==> src/rtl/decode_pkg.sv <==
// Purpose: shared constants and types for the opcode decoder
// Assumes: big-endian bit numbering, bit 0 is the msb of a 48-bit instruction
// Notes:   opcode values are the instruction-set encodings
package decode_pkg;
	localparam int INSTR_W       = 48;
	// field positions in big-endian numbering
	localparam int OPC_HI        = 0;
	localparam int OPC_LO        = 7;
	localparam int LEN_HI        = 8;
	localparam int LEN_LO        = 15;
	localparam int B1_HI         = 16;
	localparam int B1_LO         = 19;
	localparam int D1_HI         = 20;
	localparam int D1_LO         = 31;
	localparam int B2_HI         = 32;
	localparam int B2_LO         = 35;
	localparam int D2_HI         = 36;
	localparam int D2_LO         = 47;
	localparam int XOP_HI        = 8;
	localparam int XOP_LO        = 15;

	localparam logic [7:0] OP_SYS_MASK_SET   = 8'h80;
	localparam logic [7:0] OP_LOAD_STATUS    = 8'h82;
	localparam logic [7:0] OP_EXT_83         = 8'h83;
	localparam logic [7:0] OP_EXT_84         = 8'h84;
	localparam logic [7:0] OP_IDX_HIGH       = 8'h86;
	localparam logic [7:0] OP_IDX_LOW_EQ     = 8'h87;
	localparam logic [7:0] OP_SR_SINGLE_LOG  = 8'h88;
	localparam logic [7:0] OP_SR_DBL_LOG     = 8'h8C;
	localparam logic [7:0] OP_SL_DBL_LOG     = 8'h8D;
	localparam logic [7:0] OP_IO_START       = 8'h9C;
	localparam logic [7:0] OP_IO_HALT        = 8'h9E;
	localparam logic [7:0] OP_SUP_CALL       = 8'h0A;
	localparam logic [7:0] OP_CTL_STORE_LOAD = 8'hB1;
	localparam logic [7:0] OP_EXT_B2         = 8'hB2;
	localparam logic [7:0] OP_CMP_MASKED     = 8'hBD;
	localparam logic [7:0] OP_STORE_MASKED   = 8'hBE;
	localparam logic [7:0] OP_INSERT_MASKED  = 8'hBF;
	localparam logic [7:0] OP_CMP_IMM_SKIP   = 8'hE1;
	localparam logic [7:0] OP_TEST_MASK_SKIP = 8'hE2;
	localparam logic [7:0] OP_FL_LOAD_TEST   = 8'h22;
	localparam logic [7:0] OP_FS_LOAD_TEST   = 8'h32;
	localparam logic [7:0] XOP_STATUS_STORE  = 8'h02;

	localparam logic [3:0] LEN_RR   = 4'h2;
	localparam logic [3:0] LEN_MID  = 4'h4;
	localparam logic [3:0] LEN_SS   = 4'h6;

	typedef enum logic [2:0] {
		FMT_RR  = 3'h0,
		FMT_RX  = 3'h1,
		FMT_RS  = 3'h2,
		FMT_SI  = 3'h3,
		FMT_SS  = 3'h4,
		FMT_S   = 3'h5
	} format_e;

	typedef enum logic [4:0] {
		OPK_GENERAL          = 5'h00,
		OPK_IDX_HIGH         = 5'h01,
		OPK_IDX_LOW_EQ       = 5'h02,
		OPK_CMP_IMM_SKIP     = 5'h03,
		OPK_TEST_MASK_SKIP   = 5'h04,
		OPK_INSERT_MASKED    = 5'h05,
		OPK_STORE_MASKED     = 5'h06,
		OPK_SL_DBL_LOG       = 5'h07,
		OPK_SR_DBL_LOG       = 5'h08,
		OPK_SR_SINGLE_LOG    = 5'h09,
		OPK_CMP_MASKED       = 5'h0A,
		OPK_FL_LOAD_TEST     = 5'h0B,
		OPK_FS_LOAD_TEST     = 5'h0C,
		OPK_STATUS_STORE     = 5'h0D,
		OPK_CTL_STORE_LOAD   = 5'h0E,
		OPK_LOAD_STATUS      = 5'h0F,
		OPK_SYS_MASK_SET     = 5'h10,
		OPK_IO_START         = 5'h11,
		OPK_IO_HALT          = 5'h12,
		OPK_SUP_CALL         = 5'h13,
		OPK_FLOAT            = 5'h14,
		OPK_DECIMAL          = 5'h15,
		OPK_PRIV_OTHER       = 5'h16,
		OPK_INVALID          = 5'h1F
	} op_kind_e;

	typedef enum logic [1:0] {
		ST_IDLE  = 2'b00,
		ST_ISSUE = 2'b01,
		ST_TRAP  = 2'b10
	} dec_state_e;
endpackage

==> src/rtl/decode_if.sv <==
`timescale 1ns/1ps
// Purpose: carries one classified opcode from the classifier to the decoder
// Assumes: single clock domain
// Notes:   combinational classification result
interface decode_if;
	import decode_pkg::*;
	logic [7:0]  opcode;
	logic [7:0]  ext_op;
	logic        small_model;
	op_kind_e    kind;
	format_e     fmt;
	logic        privileged;
	logic        known;
	modport decoder (output opcode, output ext_op, output small_model,
		input kind, input fmt, input privileged, input known);
	modport classifier (input opcode, input ext_op, input small_model,
		output kind, output fmt, output privileged, output known);
endinterface

==> src/rtl/opcode_classify.sv <==
`timescale 1ns/1ps
// Purpose: maps an opcode onto operation kind, format and privilege class
// Assumes: opcode and extension byte are stable while classified
// Notes:   pure combinational table
module opcode_classify
	import decode_pkg::*;
(
	decode_if.classifier cls
);
	function automatic logic is_priv(input logic [7:0] op, input logic [7:0] xop, input logic sm);
		logic r;
		r = 1'b0;
		unique case (op)
			8'h80, 8'h82, 8'h99, 8'h9C, 8'h9E, 8'h9F, 8'h09, 8'h03, 8'h08,
			8'hB6, 8'hB7, 8'hB8, 8'hB0, 8'h84: r = 1'b1;
			8'h83: r = 1'b1;
			8'hB1: r = sm;
			8'hB2: r = (xop == 8'h04) || (xop == 8'h02);
			default: r = 1'b0;
		endcase
		return r;
	endfunction

	logic [7:0] op;
	logic [7:0] xop;
	assign op  = cls.opcode;
	assign xop = cls.ext_op;

	wire fam_rr  = (op[7:6] == 2'b00);
	wire fam_rx  = (op[7:6] == 2'b01);
	wire fam_ss  = (op[7:4] == 4'hD) || (op[7:4] == 4'hF) || (op == OP_CMP_IMM_SKIP)
		|| (op == OP_TEST_MASK_SKIP);
	wire fam_rs  = (op[7:4] == 4'h8 && op[3:2] != 2'b00 && op != 8'h84 && op != 8'h83)
		|| op == 8'h86 || op == 8'h87 || op == 8'h98 || op == 8'h9B
		|| (op[7:4] == 4'hB && op != OP_EXT_B2);
	// extension codes valid for opcode 83; codes 02, 14 and 1C are valid on the small model only
	wire ext83_ok = (xop == 8'h13) || (xop == 8'h0E) || (xop == 8'h16) || (xop == 8'h11)
		|| (xop == 8'h15) || (xop == 8'h0F) || (xop == 8'h1D)
		|| (cls.small_model && (xop == XOP_STATUS_STORE || xop == 8'h14 || xop == 8'h1C));
	wire gen_known = fam_rr ? !(op inside {8'h00, 8'h01, 8'h02, 8'h0B, 8'h0C, 8'h0D,
			8'h25, 8'h26, 8'h27, 8'h35, 8'h36, 8'h37})
		: fam_rx ? !(op inside {8'h51, 8'h52, 8'h53, 8'h61, 8'h62, 8'h63, 8'h64, 8'h65,
			8'h66, 8'h67, 8'h71, 8'h72, 8'h73, 8'h74, 8'h75, 8'h76, 8'h77})
		: (op inside {8'h80, 8'h82, 8'h84, 8'h86, 8'h87, 8'h88, 8'h89, 8'h8A, 8'h8B,
			8'h8C, 8'h8D, 8'h8E, 8'h8F, 8'h90, 8'h91, 8'h92, 8'h93, 8'h94, 8'h95,
			8'h96, 8'h97, 8'h98, 8'h99, 8'h9A, 8'h9B, 8'h9C, 8'h9E, 8'h9F, 8'hAF,
			8'hB0, 8'hB2, 8'hB6, 8'hB7, 8'hB8, 8'hBD, 8'hBE, 8'hBF, 8'hE1, 8'hE2})
			|| (op[7:4] == 4'hD && !(op inside {8'hD0, 8'hD8, 8'hD9, 8'hDA, 8'hDB}))
			|| (op inside {8'hF0, 8'hF1, 8'hF2, 8'hF3, 8'hF8, 8'hF9, 8'hFA, 8'hFB,
			8'hFC, 8'hFD});

	always_comb begin
		cls.kind = OPK_GENERAL;
		unique case (op)
			OP_IDX_HIGH:       cls.kind = OPK_IDX_HIGH;
			OP_IDX_LOW_EQ:     cls.kind = OPK_IDX_LOW_EQ;
			OP_CMP_IMM_SKIP:   cls.kind = OPK_CMP_IMM_SKIP;
			OP_TEST_MASK_SKIP: cls.kind = OPK_TEST_MASK_SKIP;
			OP_INSERT_MASKED:  cls.kind = OPK_INSERT_MASKED;
			OP_STORE_MASKED:   cls.kind = OPK_STORE_MASKED;
			OP_SL_DBL_LOG:     cls.kind = OPK_SL_DBL_LOG;
			OP_SR_DBL_LOG:     cls.kind = OPK_SR_DBL_LOG;
			OP_SR_SINGLE_LOG:  cls.kind = OPK_SR_SINGLE_LOG;
			OP_CMP_MASKED:     cls.kind = OPK_CMP_MASKED;
			OP_FL_LOAD_TEST:   cls.kind = OPK_FL_LOAD_TEST;
			OP_FS_LOAD_TEST:   cls.kind = OPK_FS_LOAD_TEST;
			OP_EXT_83:         cls.kind = (cls.small_model && xop == XOP_STATUS_STORE)
				? OPK_STATUS_STORE : OPK_PRIV_OTHER;
			OP_CTL_STORE_LOAD: cls.kind = cls.small_model
				? OPK_CTL_STORE_LOAD : OPK_INVALID;
			OP_LOAD_STATUS:    cls.kind = OPK_LOAD_STATUS;
			OP_SYS_MASK_SET:   cls.kind = OPK_SYS_MASK_SET;
			OP_IO_START:       cls.kind = OPK_IO_START;
			OP_IO_HALT:        cls.kind = OPK_IO_HALT;
			OP_SUP_CALL:       cls.kind = OPK_SUP_CALL;
			default: begin
				if (!gen_known)
					cls.kind = OPK_INVALID;
				else if (op[7:4] inside {4'h2, 4'h3, 4'h6, 4'h7})
					cls.kind = OPK_FLOAT;
				else if (op inside {8'hF0, 8'hF8, 8'hF9, 8'hFA, 8'hFB, 8'hFC, 8'hFD, 8'hDE, 8'hDF})
					cls.kind = OPK_DECIMAL;
				else if (is_priv(op, xop, cls.small_model))
					cls.kind = OPK_PRIV_OTHER;
				else
					cls.kind = OPK_GENERAL;
			end
		endcase
		if (op == OP_EXT_83 && !ext83_ok)
			cls.kind = OPK_INVALID;
		if (op == OP_EXT_B2 && !(xop inside {8'h02, 8'h04, 8'h05}))
			cls.kind = OPK_INVALID;
		if (op == OP_EXT_84 && xop != 8'h17)
			cls.kind = OPK_INVALID;
	end

	always_comb begin
		if (fam_ss)
			cls.fmt = FMT_SS;
		else if (fam_rr)
			cls.fmt = FMT_RR;
		else if (fam_rx && op != OP_IDX_LOW_EQ)
			cls.fmt = FMT_RX;
		else if (fam_rs)
			cls.fmt = FMT_RS;
		else
			cls.fmt = FMT_SI;
	end

	assign cls.privileged = is_priv(op, xop, cls.small_model);
	assign cls.known      = (cls.kind != OPK_INVALID);
endmodule

==> src/rtl/opcode_decode_privilege_check.sv <==
`timescale 1ns/1ps
// Purpose: instruction decode and privilege check for the processing unit
// Assumes: instruction word arrives left-justified, bit 0 is the msb
// Notes:   one-cycle registered decode per accepted instruction
module opcode_decode_privilege_check
	import decode_pkg::*;
#(
	parameter bit SMALL_MODEL = 1'b0
)
(
	input  wire logic                CLK_I,
	input  wire logic                RST_I,
	input  wire logic [INSTR_W-1:0]  INSTR_I,
	input  wire logic                INSTR_VALID_I,
	input  wire logic                EXT_INTR_I,
	output logic                     SUPERVISOR_O,
	output logic                     ISSUE_O,
	output logic [4:0]               OP_KIND_O,
	output logic [2:0]               FORMAT_O,
	output logic [3:0]               INSTR_LEN_O,
	output logic [3:0]               BASE1_O,
	output logic                     BASE1_ZERO_O,
	output logic [11:0]              DISP1_O,
	output logic [3:0]               BASE2_O,
	output logic                     BASE2_ZERO_O,
	output logic [11:0]              DISP2_O,
	output logic [7:0]               SHARED_LEN_O,
	output logic                     SHARED_LEN_VALID_O,
	output logic                     PRIV_EXC_O,
	output logic                     INVALID_EXC_O,
	output logic                     INTR_REQ_O
);
	// big-endian bit n sits at vector index INSTR_W-1-n
	function automatic logic [11:0] field12(input logic [INSTR_W-1:0] w, input int hi);
		return w[INSTR_W-1-hi -: 12];
	endfunction
	function automatic logic [3:0] field4(input logic [INSTR_W-1:0] w, input int hi);
		return w[INSTR_W-1-hi -: 4];
	endfunction

	decode_if dif ();
	opcode_classify u_classify (
		.cls (dif.classifier)
	);

	assign dif.opcode      = INSTR_I[INSTR_W-1-OPC_HI -: 8];
	assign dif.ext_op      = INSTR_I[INSTR_W-1-XOP_HI -: 8];
	assign dif.small_model = SMALL_MODEL;

	dec_state_e  state_reg;
	dec_state_e  state_next;
	// current status word supervisor-state bit lives here, 1 = supervisor; SUPERVISOR_O is loaded with the same next value
	logic        supervisor_reg;
	logic        supervisor_next;

	wire priv_violation = dif.privileged && !supervisor_reg;
	wire invalid_op     = !dif.known;
	wire take           = INSTR_VALID_I && (state_reg == ST_IDLE || state_reg == ST_ISSUE);
	wire exec_ok        = take && !priv_violation && !invalid_op;
	wire exc_any        = take && (priv_violation || invalid_op);
	wire is_load_status = dif.kind == OPK_LOAD_STATUS;
	wire is_sup_call    = dif.kind == OPK_SUP_CALL;
	wire [3:0] len_w    = (dif.fmt == FMT_RR) ? LEN_RR
		: (dif.fmt == FMT_SS) ? LEN_SS : LEN_MID;
	wire is_dx          = dif.fmt == FMT_SS && dif.opcode[7:4] == 4'hD;

	always_comb begin
		state_next = state_reg;
		unique case (state_reg)
			ST_IDLE, ST_ISSUE: begin
				if (exc_any)
					state_next = ST_TRAP;
				else if (exec_ok)
					state_next = ST_ISSUE;
				else
					state_next = ST_IDLE;
			end
			ST_TRAP: state_next = ST_IDLE;
			default: state_next = ST_IDLE;
		endcase
	end

	always_comb begin
		supervisor_next = supervisor_reg;
		if (exec_ok && is_load_status)
			supervisor_next = 1'b0;
		if ((exec_ok && is_sup_call) || exc_any || EXT_INTR_I)
			supervisor_next = 1'b1;
	end

	always_ff @(posedge CLK_I) begin
		if (RST_I) begin
			state_reg      <= ST_IDLE;
			supervisor_reg <= 1'b1;
		end else begin
			state_reg      <= state_next;
			supervisor_reg <= supervisor_next;
		end
	end

	always_ff @(posedge CLK_I) begin
		if (RST_I) begin
			ISSUE_O            <= 1'b0;
			PRIV_EXC_O         <= 1'b0;
			INVALID_EXC_O      <= 1'b0;
			INTR_REQ_O         <= 1'b0;
			SUPERVISOR_O       <= 1'b1;
			OP_KIND_O          <= 5'h00;
			FORMAT_O           <= 3'h0;
			INSTR_LEN_O        <= 4'h0;
			BASE1_O            <= 4'h0;
			BASE1_ZERO_O       <= 1'b1;
			DISP1_O            <= 12'h000;
			BASE2_O            <= 4'h0;
			BASE2_ZERO_O       <= 1'b1;
			DISP2_O            <= 12'h000;
			SHARED_LEN_O       <= 8'h00;
			SHARED_LEN_VALID_O <= 1'b0;
		end else begin
			ISSUE_O       <= exec_ok;
			PRIV_EXC_O    <= take && priv_violation;
			INVALID_EXC_O <= take && invalid_op && !priv_violation;
			INTR_REQ_O    <= exc_any;
			SUPERVISOR_O  <= supervisor_next;
			if (take) begin
				OP_KIND_O          <= 5'(dif.kind);
				FORMAT_O           <= 3'(dif.fmt);
				INSTR_LEN_O        <= len_w;
				BASE1_O            <= field4(INSTR_I, B1_HI);
				BASE1_ZERO_O       <= field4(INSTR_I, B1_HI) == 4'h0;
				DISP1_O            <= field12(INSTR_I, D1_HI);
				BASE2_O            <= field4(INSTR_I, B2_HI);
				BASE2_ZERO_O       <= field4(INSTR_I, B2_HI) == 4'h0;
				DISP2_O            <= field12(INSTR_I, D2_HI);
				SHARED_LEN_O       <= INSTR_I[INSTR_W-1-LEN_HI -: 8];
				SHARED_LEN_VALID_O <= is_dx;
			end
		end
	end

	a_priv_trap: assert property (@(posedge CLK_I) disable iff (RST_I)
		take && dif.privileged && !supervisor_reg |=> PRIV_EXC_O && INTR_REQ_O && !ISSUE_O)
		else $error("privileged op in problem mode not trapped");
	a_priv_needs_sup: assert property (@(posedge CLK_I) disable iff (RST_I)
		ISSUE_O && $past(dif.privileged) |-> $past(supervisor_reg))
		else $error("privileged op issued outside supervisor mode");
	a_sup_all_ok: assert property (@(posedge CLK_I) disable iff (RST_I)
		take && supervisor_reg && dif.known |=> ISSUE_O)
		else $error("supervisor mode refused a known op");
	a_problem_ok: assert property (@(posedge CLK_I) disable iff (RST_I)
		take && !supervisor_reg && dif.known && !dif.privileged
		|=> ISSUE_O && (SUPERVISOR_O == ($past(is_sup_call) || $past(EXT_INTR_I))))
		else $error("nonprivileged op refused in problem mode");
	a_load_status: assert property (@(posedge CLK_I) disable iff (RST_I)
		exec_ok && is_load_status && !EXT_INTR_I |=> !supervisor_reg)
		else $error("load status word did not enter problem mode");
	a_call_sup: assert property (@(posedge CLK_I) disable iff (RST_I)
		EXT_INTR_I || (exec_ok && is_sup_call) |=> supervisor_reg)
		else $error("call or interrupt did not enter supervisor mode");
	a_mode_stable: assert property (@(posedge CLK_I) disable iff (RST_I)
		!take && !EXT_INTR_I |=> $stable(supervisor_reg))
		else $error("mode changed without cause");
	a_invalid_exc: assert property (@(posedge CLK_I) disable iff (RST_I)
		take && !dif.known |=> INTR_REQ_O && !ISSUE_O ##1 !ISSUE_O)
		else $error("unknown opcode not excepted");
	a_len_ss: assert property (@(posedge CLK_I) disable iff (RST_I)
		take && dif.fmt == FMT_SS |=> INSTR_LEN_O == 4'h6)
		else $error("two-memory-operand length wrong");
	a_base1_zero: assert property (@(posedge CLK_I) disable iff (RST_I)
		take |=> BASE1_ZERO_O == (BASE1_O == 4'h0))
		else $error("first base zero flag wrong");
	a_base2_zero: assert property (@(posedge CLK_I) disable iff (RST_I)
		take |=> BASE2_ZERO_O == (BASE2_O == 4'h0))
		else $error("second base zero flag wrong");
endmodule

==> config.mk <==
export PLATFORM = sky130hd
export DESIGN_NAME = opcode_decode_privilege_check
export DESIGN_NICKNAME = d
export VERILOG_FILES = /design/src/rtl/decode_pkg.sv /design/src/rtl/decode_if.sv /design/src/rtl/opcode_classify.sv /design/src/rtl/opcode_decode_privilege_check.sv
export SDC_FILE = /design/constraint.sdc
export NUM_CORES = 1
export LEC_CHECK = 0
export BUFFER_PORTS_ARGS = -buffer_cell sky130_fd_sc_hd__buf_2
export CAP_MARGIN = 20
export CORE_MARGIN = 4
export CORE_UTILIZATION = 46
export DETAILED_ROUTE_END_ITERATION = 8
export PLACE_DENSITY = 0.77
export SYNTH_ARGS = -nofsm -noshare
export SYNTH_HDL_FRONTEND = slang
export SYNTH_HIERARCHICAL = 1
export SYNTH_SLANG_ARGS = --single-unit
==> constraint.sdc <==
create_clock -name CLK_I -period 3.2 [get_ports CLK_I]
set_input_delay 0.48 -clock CLK_I [delete_from_list [all_inputs] [get_ports CLK_I]]
set_output_delay 0.48 -clock CLK_I [all_outputs]
set_load 0.01 [all_outputs]
==> impl_results.md, run 1 <==
* Status: complete, no violations
* Worst VDD drop at ~0.23 mV
* CTS tree: done
* Fillers at 688
* CP startpoint: INSTR_I[40]
* NumNets Final at 683
* Crit. End Element: flop
* Cell area power density at 443 nW/um^2
* Largest net degree at the start of global routing at 63
* Final WL at 11500 um
* Sequential area share after synthesis at 0.339
* Number of global-route vias before repair at 3583
* Registers with the most flip-flops: DISP1_O: 12 flops, DISP2_O: 12 flops, SHARED_LEN_O: 8 flops
* Req. time, crit path at roughly 3.4 ns
* Fmax at 0.336 GHz
* Row count at 31
* Final setup TNS at 0 ns
* First-pass GRT wire length at 17800 um
* Data arrival, critical path at 3.17 ns
* Post-synthesis sequential element count at 59
* Slew Viols, Final at 0
* Startpoint types: input pin
* Min Tclk post-route at 2.98 ns
* Die W at approximately 95 um
* Hold-critical path depth at 3
* Vias per cell at 5.40
* Post-synth ARST share at 0
* Beginning of the worst hold path: INSTR_I[21]
* Max Fanout on Critical Path at 11
* I/O Buffers at ~110
* Clk Latency, worst-skew pair at roughly 0.34 ns
* Final Wtd Congestion at 0.894
* Initial core utilization at 0.477
* Synth Instances at ~470
* LEAKAGE at approximately 2.2 nW
* Die footprint at between 9000 and 10000 um^2
* TritonCTS Buffers at 9
* Fin Hold WS at between 0.3 and 0.4 ns
* Post-route ant nets at 0
* Post-synth EDFFs at 0
* Setup ws final at around 0.22 ns
* RSZ-0062 raised after global routing: no
* Critical path type: input pin to flop
* Max-cap violations at 0
* Layout Utilization at 0.650
* Worst Reg-to-Reg Cells at 4
* Bufs on Longest Clock Path at 2
* Total global routing overflow at 0
* Detailed placement HPWL at 8790 um
* Clock slew at reported path FFs at 0.07 ns
* Cell Area, Synth at 3480 um^2
* Dominant synthesized flop cell: dfxtp_1
* N_diodes at 0
* Vias after detailed routing at 3967
* Global-route usage over all layers at 0.252
* Clock root buffer: clkbuf_8
* Die height at between 90 and 100 um
* Post-synthesis area per instance at ~7.4 um^2
* Core Area at ~7300 um^2
* Worst Tran Pin Value at 1.06 ns
* IO Pins at 112
* Initial antenna violation count at 0
* R2r setup slk at about 1.6 ns
* FF-to-FF End: FORMAT_O[1]
* Worst hold endpoint: DISP1_O[5]
* Proportion of layout cells with a drive suffix above 1 at 0.340
* R2R Path Start: state_reg[1]
* Tcrit/Tclk final at 0.930
* First-pass DRT Iterations at 5
* Area Growth Syn to Fin at 36.2%
* Max_slew headroom at 0.296
* Remaining DRCs at 0
* DRT iter0 DRCs at 272
* Worst Hold Class: input pin to flop
* Pre-CTS setup slack at -0.203 ns
* Final Setup Violations at 0
* Final hold violations at 0
* Count of cell types in the netlist at 64
* Clock sink total at 59
* Yosys warns at 6
* Final clock skew at 0.0109 ns
* H-tree Lvls at 3
* Routed len/inst at 15.6 um
* Hold buffers post-CTS at 0
## power breakdown
part | switching (W) | internal [W] | leakage (nW)
Sequential | 0.0000203 | 0.000781 | 0.485
Clock | 0.000310 | 0.000540 | 0.126
Combinational | 0.000254 | 0.000196 | 1.55
Total | 0.000585 | 0.00152 | 2.16
## timing repair
action                                  CTS  global route
endpoints found under the setup margin    0             1
resized for setup                         0             4
setup buffers                             0             0
## per-layer routing
metal  wire, um  GRT usage  share of wire
met4        154     0.0709          0.013
met5          0          0              0
met2       5470      0.425           0.48
met3        844     0.0470          0.074
met1       5010      0.328           0.44
## cell families (layout without fill, tap and decap cells)
| logic type | count (synthesis) | in the layout | synth area share |
|---|---|---|---|
| flip-flops | 59 | 59 | 0.339 |
| buffers and inverters | 48 | 205 | 0.0884 |
| AND/OR/NAND/NOR | 247 | 247 | 0.356 |
| other | 1 | 7 | 0.00108 |
| XOR/XNOR | 3 | 3 | 0.00755 |
| multiplexers | 3 | 3 | 0.00863 |
| AO/OA/AOI/OAI | 112 | 112 | 0.199 |
## stage by stage
step | total power [W] | std cells | area, um^2
final | 0.00210 | 735 | 4740
after CTS | 0.00211 | 735 | 4720
after global routing | 0.00219 | 735 | 4740
after global placement | 0.00125 | 719 | 4470
after floorplan | 0.00107 | 479 | 3500
after detailed placement | 0.00126 | 719 | 4470
## critical path, stage by stage
cell and delay [ns]:
buf_2 0.20, buf_4 0.17, or3_1 0.16, o221ai_1 0.13, a221oi_1 0.29, a211oi_1 0.14, or2_1 0.25, o41a_1 0.38
or4_1 0.54, o41ai_2 0.25, o2111ai_1 0.18
## worst max-delay path by stage
stage / endpoint / slack (ns)
finish: SUPERVISOR_O / 0.22
global route: SUPERVISOR_O / 0.05
CTS: SUPERVISOR_O / 0.09
detailed placement: SUPERVISOR_O / -0.20
global placement: SUPERVISOR_O / -0.14
floorplan: SUPERVISOR_O / 0.13
## final cells by class
type                    count  area [um^2]  share of cell area
flip-flops and latches     59         1180               0.249
multi-input cells         372         2030               0.428
inverters                   5         18.8             0.00396
well taps                  99          124              0.0261
clock inverters             6          113              0.0238
repair buffers            184         1140               0.240
clock buffers              10          138              0.0290
## synthesized netlist by cell type (2+ instances only)
master    number  area share
a211o_1        3      0.0075
a211oi_1       6       0.013
a21oi_1       63       0.091
a221oi_1       2      0.0050
a31oi_1        4      0.0072
and2_1         2      0.0036
and4b_1        3      0.0086
buf_2         15       0.022
buf_4          9       0.019
buf_6         10       0.032
clkbuf_1       8      0.0086
dfxtp_1       59        0.34
inv_1          4      0.0043
mux2i_1        3      0.0086
nand2_1      128        0.14
nand2b_1      13       0.023
nand3_1       11       0.016
nand4_1        3      0.0054
nand4b_1       2      0.0050
nor2_1        25       0.027
nor2b_1        8       0.014
nor3_1        14       0.020
nor3b_1        3      0.0065
nor4_1         5      0.0090
nor4b_1        3      0.0075
nor4b_2        2      0.0086
o211ai_1       3      0.0065
o21ai_0       13       0.019
o221ai_1       2      0.0050
or3_1          4      0.0072
or4_1          7       0.015
or4b_1         2      0.0058
or4b_2         2      0.0058
xnor2_1        2      0.0050
## cells in the final DEF (no fill, tap or decap), types with 5 or more instances in the layout
master	synthesis	routed
buf_4	9	73
buf_2	15	108
conb_1	1	7
a211oi_1	6	6
dfxtp_1	59	59
nor3_1	14	14
nor4_1	5	5
nand3_1	11	11
o21ai_0	13	13
nand2b_1	13	13
clkbuf_8	0	10
nor2_1	25	25
a21oi_1	63	63
nand2_1	128	128
nor2b_1	8	8
or4_1	7	7
Power figures use the tool's default switching activity.
==> run 2: changes to the inputs <==
--- a/config.mk
+++ b/config.mk
@@ -11,6 +11,7 @@
 export CORE_UTILIZATION = 46
 export DETAILED_ROUTE_END_ITERATION = 8
 export PLACE_DENSITY = 0.77
+export SETUP_SLACK_MARGIN = 0.3
 export SYNTH_ARGS = -nofsm -noshare
 export SYNTH_HDL_FRONTEND = slang
 export SYNTH_HIERARCHICAL = 1
==> impl_results.md, run 2 (synthesized netlist as in run 1, its figures left out) <==
* Final Setup Violations at 0 (unchanged)
* Routed len/inst at 15.3 um (-1.7%)
* Total global routing overflow at 0 (unchanged)
* TritonCTS Buffers at 9 (unchanged)
* Cell area power density at 434 nW/um^2 (-2.0%)
* Clock sink total at 59 (unchanged)
* CP max stage cell: o41a_1
* Min Tclk post-route at 2.94 ns (-0.0317 ns)
* Initial core utilization at 0.477 (unchanged)
* Area Growth Syn to Fin at 32.0%
* Critical path type: input pin to flop
* Die W at 95.0 um (unchanged)
* N_diodes at 0 (unchanged)
* FF-to-FF End: SUPERVISOR_O
* Finished Layout Cells at 716 (-2.6%)
* Beginning of the worst hold path: EXT_INTR_I
* Max Fanout on Critical Path at 7 (-4)
* Status: complete, no violations
* Vias per cell at 5.59 (+3.6%)
* Crit-path cells: buf_2 -> buf_4 -> nand2b_1 -> nor4_1 -> a211oi_1 -> buf_4 -> o2111ai_2 -> nor4b_2 -> o41a_1 -> or3b_1 -> nor3b_1 -> nand4_1 -> o2111ai_1
* NumNets Final at 665 (-2.6%)
* Final clock skew at 0.0141 ns (+0.00313 ns)
* Hold-critical path depth at 3 (unchanged)
* Fmax at 0.340 GHz (+1.1%)
* Initial antenna violation count at 0 (unchanged)
* Core Area at 7290 um^2 (unchanged)
* WP buf/inv at 3 (+1)
* H-tree Lvls at 3 (unchanged)
* Net Sw Power at 0.000553 W (-5.3%)
* Cells after DPL at 701 (-2.5%)
* Clk Latency, worst-skew pair at 0.33 ns (about the same)
* Global-route usage over all layers at 0.240 (-0.0121)
* Clock root buffer: clkbuf_8
* Hold buffers post-CTS at 0 (unchanged)
* Worst VDD drop at 0.203 mV (-10%)
* Startpoint types: input pin
* Comb pwr share at 0.218 (+0.004)
* Data arrival, critical path at 3.18 ns (about the same)
* Fillers at 662 (-3.8%)
* Row count at 31 (unchanged)
* DRT iter0 DRCs at 266 (-2.2%)
* Sw Ratio at 0.277 (-0.000796)
* Setup ws final at 0.257 ns (+0.0317 ns)
* Largest net degree at the start of global routing at 63 (unchanged)
* Clk pwr share at 0.380 (-0.024)
* Commonest non-fill, non-tap cells in the layout: 128 x nand2_1, 106 x buf_2, 63 x a21oi_1
* Crit. End Element: flop
* Crit-path most repeated cell: buf_4
* Number of global-route vias before repair at 3575 (-0.22%)
* IO Pins at 112 (unchanged)
* Max_slew headroom at 0.302 (+0.00612)
* Req. time, crit path at 3.44 ns (+0.05 ns)
* Final WL at 11000 um (-4.3%)
* Proportion of layout cells with a drive suffix above 1 at 0.327 (-0.0122)
* Detailed placement HPWL at 8130 um (-7.4%)
* Final setup TNS at 0 ns (unchanged)
* Max-cap violations at 0 (unchanged)
* LEAKAGE at 2.06 nW (-4.6%)
* Tcrit/Tclk final at 0.920 (-0.00992)
* Commonest non-fill, non-tap cell in the layout: nand2_1
* Registers with the most flip-flops: DISP1_O: 12 flops, DISP2_O: 12 flops, SHARED_LEN_O: 8 flops
* First-pass DRT Iterations at 5 (unchanged)
* Slew Viols, Final at 0 (unchanged)
* R2r setup slk at 1.71 ns (+0.07 ns)
* Vias after detailed routing at 4004 (+0.93%)
* First-pass GRT wire length at 17300 um (-2.9%)
* Largest delay contributor family on the critical path: simple AND/OR/NAND/NOR gates
* CTS tree: done
* Die footprint at 9020 um^2 (unchanged)
* Largest stage delay on the critical path at 0.43 ns (-0.11 ns)
* Pre-CTS setup slack at -0.0594 ns (+0.144 ns)
* Worst Tran Pin Value at 1.05 ns (-0.00917 ns)
* Worst Hold Class: input pin to flop
* I/O Buffers at 109 (unchanged)
* RSZ-0062 raised after global routing: yes
* Die height at 95.0 um (unchanged)
* Post-route ant nets at 0 (unchanged)
* Clock slew at reported path FFs at 0.07 ns (about the same)
* R2R Path Start: state_reg[1]
* Worst Reg-to-Reg Cells at 3 (-1)
* Worst hold endpoint: SUPERVISOR_O
* Final Wtd Congestion at 0.961 (+7.5%)
* Bufs on Longest Clock Path at 2 (unchanged)
* Remaining DRCs at 0 (unchanged)
* Sequential Power Share at 0.402 (+0.021)
* P_int at 0.00144 W (-4.9%)
* Final hold violations at 0 (unchanged)
-- run 2: area by class of cell --
type | count | area, um^2 | share of cell area
Sequential cell | 59 | 1180 | 0.257
Clock buffer | 11 | 151 | 0.0329
Inverter | 5 | 18.8 | 0.00408
Clock inverter | 4 | 73.8 | 0.0161
Timing Repair Buffer | 166 | 981 | 0.213
Multi-Input combinational cell | 372 | 2070 | 0.449
Tap cell | 99 | 124 | 0.0270
-- run 2: worst max-delay path by stage --
stage,startpoint,endpoint,slack [ns],cells after the start
floorplan,INSTR_I[46],SUPERVISOR_O,0.30,11
global placement,INSTR_I[40],SUPERVISOR_O,-0.02,12
detailed placement,INSTR_I[40],SUPERVISOR_O,-0.06,12
CTS,INSTR_I[43],SUPERVISOR_O,0.32,11
global route,INSTR_I[43],SUPERVISOR_O,0.15,12
finish,INSTR_I[43],SUPERVISOR_O,0.26,13
-- run 2: worst register-to-register path, stage by stage (launching register included) --
cell and delay [ns]:
dfxtp_1 0.31, nand2b_4 0.44, o41ai_2 0.46, o2111ai_1 0.16
-- run 2: power by group through the flow --
stage	Combinational, W	Clock, W	Sequential (W)
floorplan	0.000238	0	0.000840
global placement	0.000419	0	0.000816
detailed placement	0.000425	0	0.000818
CTS	0.000430	0.000772	0.000802
global route	0.000476	0.000807	0.000807
finish	0.000435	0.000758	0.000802
-- run 2: what timing repair did --
item | 4_1_cts | 5_1_grt
resized for setup | 4 | 4
endpoints found under the setup margin | 1 | 5
buffers inserted | 0 | 0
hold endpoints to repair | 0 | 0
-- run 2: routing by layer --
layer | wire (um) | GRT usage | vias to the layer above
li1 | - | - | 1927
met2 | 5290 | 0.409 | 212
met4 | 165 | 0.0721 | 0
met1 | 4460 | 0.305 | 1846
met5 | 0 | 0 | -
met3 | 1070 | 0.0486 | 19
-- run 2: per-stage QoR --
| step | power [W] | util | cell area [um^2] | hold WS [ns] |
|---|---|---|---|---|
| floorplan | 0.00108 | - | 3540 | 0.481 |
| global placement | 0.00124 | 0.595 | 4340 | 0.438 |
| detailed placement | 0.00124 | 0.595 | 4340 | 0.443 |
| CTS | 0.00200 | 0.628 | 4580 | 0.375 |
| global route | 0.00209 | 0.630 | 4600 | 0.377 |
| finish | 0.00199 | 0.630 | 4600 | 0.382 |
==> run 3: changes to the inputs <==
--- a/config.mk
+++ b/config.mk
@@ -8,9 +8,9 @@
 export BUFFER_PORTS_ARGS = -buffer_cell sky130_fd_sc_hd__buf_2
 export CAP_MARGIN = 20
 export CORE_MARGIN = 4
-export CORE_UTILIZATION = 46
+export CORE_UTILIZATION = 55
 export DETAILED_ROUTE_END_ITERATION = 8
-export PLACE_DENSITY = 0.77
+export PLACE_DENSITY = 0.86
 export SETUP_SLACK_MARGIN = 0.3
 export SYNTH_ARGS = -nofsm -noshare
 export SYNTH_HDL_FRONTEND = slang
==> constraint.sdc (replaced) <==
create_clock -name CLK_I -period 3.5 [get_ports CLK_I]
set_input_delay 0.525 -clock CLK_I [delete_from_list [all_inputs] [get_ports CLK_I]]
set_output_delay 0.525 -clock CLK_I [all_outputs]
set_load 0.01 [all_outputs]
==> impl_results.md, run 3 (synthesized netlist as in run 1, its figures left out) <==
* Status: complete, no violations
* Die footprint at 7670 um^2 (-15%)
* Clock root buffer: clkbuf_8
* Final Setup Violations at 0 (unchanged)
* Clk Latency, worst-skew pair at 0.33 ns (about the same)
* Area Growth Syn to Fin at 23.8%
* Comb pwr share at 0.216 (-0.002)
* Final clock skew at 0.00806 ns (-0.00600 ns)
* Clk pwr share at 0.344 (-0.036)
* DRT iter0 DRCs at 222 (-17%)
* Remaining DRCs at 0 (unchanged)
* Vias after detailed routing at 3760 (-6.1%)
* Detailed placement HPWL at 7400 um (-9.0%)
* Initial core utilization at 0.578 (+0.100)
* Net Sw Power at 0.000516 W (-6.8%)
* Req. time, crit path at 3.69 ns (+0.25 ns)
* Layout Utilization at 0.715 (+0.0849)
* Data arrival, critical path at 3.21 ns (+0.03 ns)
* CP max stage cell: or4_1
* Critical path type: input pin to flop
* Vias per cell at 5.69 (+1.7%)
* Worst Hold Class: input pin to flop
* Max-cap violations at 0 (unchanged)
* Post-route ant nets at 0 (unchanged)
* First-pass DRT Iterations at 5 (unchanged)
* NumNets Final at 633 (-4.8%)
* Largest stage delay on the critical path at 0.60 ns (+0.17 ns)
* N_diodes at 0 (unchanged)
* Core Area at 6030 um^2 (-17%)
* Sequential Power Share at 0.440 (+0.038)
* Final WL at 10100 um (-8.4%)
* RSZ-0062 raised after global routing: no
* R2r setup slk at 1.69 ns (-0.02 ns)
* CTS tree: done
* Worst VDD drop at 0.306 mV (+51%)
* First-pass GRT wire length at 16400 um (-5.5%)
* Clock sink total at 59 (unchanged)
* Fillers at 506 (-24%)
* Initial antenna violation count at 0 (unchanged)
* Crit. End Element: flop
* Final Wtd Congestion at 0.977 (+1.7%)
* Max_slew headroom at 0.303 (+0.00153)
* Die W at 87.6 um (-7.8%)
* Final hold violations at 0 (unchanged)
* Max Fanout on Critical Path at 13 (+6)
* IO Pins at 112 (unchanged)
* Slew Viols, Final at 0 (unchanged)
* Commonest non-fill, non-tap cell in the layout: nand2_1
* WP buf/inv at 2 (-1)
* H-tree Lvls at 3 (unchanged)
* Crit-path cells: buf_2 -> buf_4 -> and4b_1 -> o21ai_1 -> a211oi_1 -> or4_1 -> a2111oi_4 -> o41a_1 -> or3b_1 -> nand2_1 -> o41ai_2 -> o2111ai_1
* Fmax at 0.331 GHz
* Worst Tran Pin Value at 1.04 ns (-0.00230 ns)
* Cell area power density at 387 nW/um^2 (-11%)
* Clock slew at reported path FFs at 0.07 ns (about the same)
* LEAKAGE at 1.89 nW (-8.3%)
* Routed len/inst at 15.2 um (-0.77%)
* Largest delay contributor family on the critical path: compound AO/OA/AOI/OAI gates
* Hold buffers post-CTS at 0 (unchanged)
* Final setup TNS at 0 ns (unchanged)
* Sw Ratio at 0.309 (+0.0318)
* I/O Buffers at 109 (unchanged)
* Die height at 87.6 um (-7.8%)
* Proportion of layout cells with a drive suffix above 1 at 0.294 (-0.0339)
* TritonCTS Buffers at 9 (unchanged)
* Number of global-route vias before repair at 3515 (-1.7%)
* Registers with the most flip-flops: DISP1_O: 12 flops, DISP2_O: 12 flops, SHARED_LEN_O: 8 flops
* Row count at 28 (-9.7%)
* Largest net degree at the start of global routing at 63 (unchanged)
* Commonest non-fill, non-tap cells in the layout: 128 x nand2_1, 107 x buf_2, 63 x a21oi_1
* Tcrit/Tclk final at 0.864
* Total global routing overflow at 0 (unchanged)
* P_int at 0.00115 W (-20%)
* Min Tclk post-route at 3.02 ns
* Bufs on Longest Clock Path at 2 (unchanged)
* Startpoint types: input pin
* Global-route usage over all layers at 0.264 (+0.0242)
-- run 3: cell types whose count changed in the layout (fill, tap and decap cells not counted), sizes merged --
cell	previous run	this run
buf	166	133
bufinv	2	0
clkbuf	11	12
clkinv	2	1
clkinvlp	0	3
inv	5	6
-- run 3: layout make-up --
type                       count  area, um^2  share of cell area
clock inverter                 5        36.3             0.00842
multi-input combinational    372        2090               0.485
timing repair buffer         134         738               0.171
sequential                    59        1180               0.274
inverter                       5        18.8             0.00436
clock buffer                  11         151              0.0351
tap                           75        93.8              0.0218
-- run 3: metal layers --
layer,up-vias,track usage,wire (um)
li1,1857,-,-
met1,1696,0.340,4120
met2,179,0.429,4730
met3,28,0.0621,978
met4,0,0.103,241
met5,-,0,0
-- run 3: repair_timing --
action                     CTS  global route
setup endpoints to repair    0             1
setup buffers                0             0
resized for setup            0            16
-- run 3: worst paths after layout --
kind / start / end / cells past startpoint
max reg2reg: state_reg[1] / SHARED_LEN_VALID_O / 4
min reg2reg: DISP2_O[9] / DISP2_O[9] / 2
min: EXT_INTR_I / SUPERVISOR_O / 3
max: INSTR_I[45] / SUPERVISOR_O / 12
-- run 3: worst register-to-register path, stage by stage (launching register included) --
cell and delay, ns:
dfxtp_1 0.32, and2b_1 0.70, buf_4 0.42, nand4_1 0.14, a21oi_1 0.14
-- run 3: power by group through the flow --
| stage | Sequential (W) | Clock, W | Combinational (W) |
|---|---|---|---|
| 5_1_grt | 0.000737 | 0.000618 | 0.000400 |
| 6_report | 0.000733 | 0.000574 | 0.000360 |
| 3_3_place_gp | 0.000746 | 0 | 0.000345 |
| 3_5_place_dp | 0.000748 | 0 | 0.000349 |
| 2_1_floorplan | 0.000768 | 0 | 0.000214 |
| 4_1_cts | 0.000732 | 0.000585 | 0.000350 |
-- run 3: through the flow --
stage	instances	setup slack, ns	hold slack (ns)	total power, W	instance area (um^2)
floorplan	479	0.381	0.481	0.000982	3500
global placement	645	0.0988	0.438	0.00109	4040
detailed placement	645	0.0327	0.443	0.00110	4040
CTS	661	0.374	0.403	0.00167	4230
global route	661	0.325	0.429	0.00176	4310
finish	661	0.476	0.415	0.00167	4310
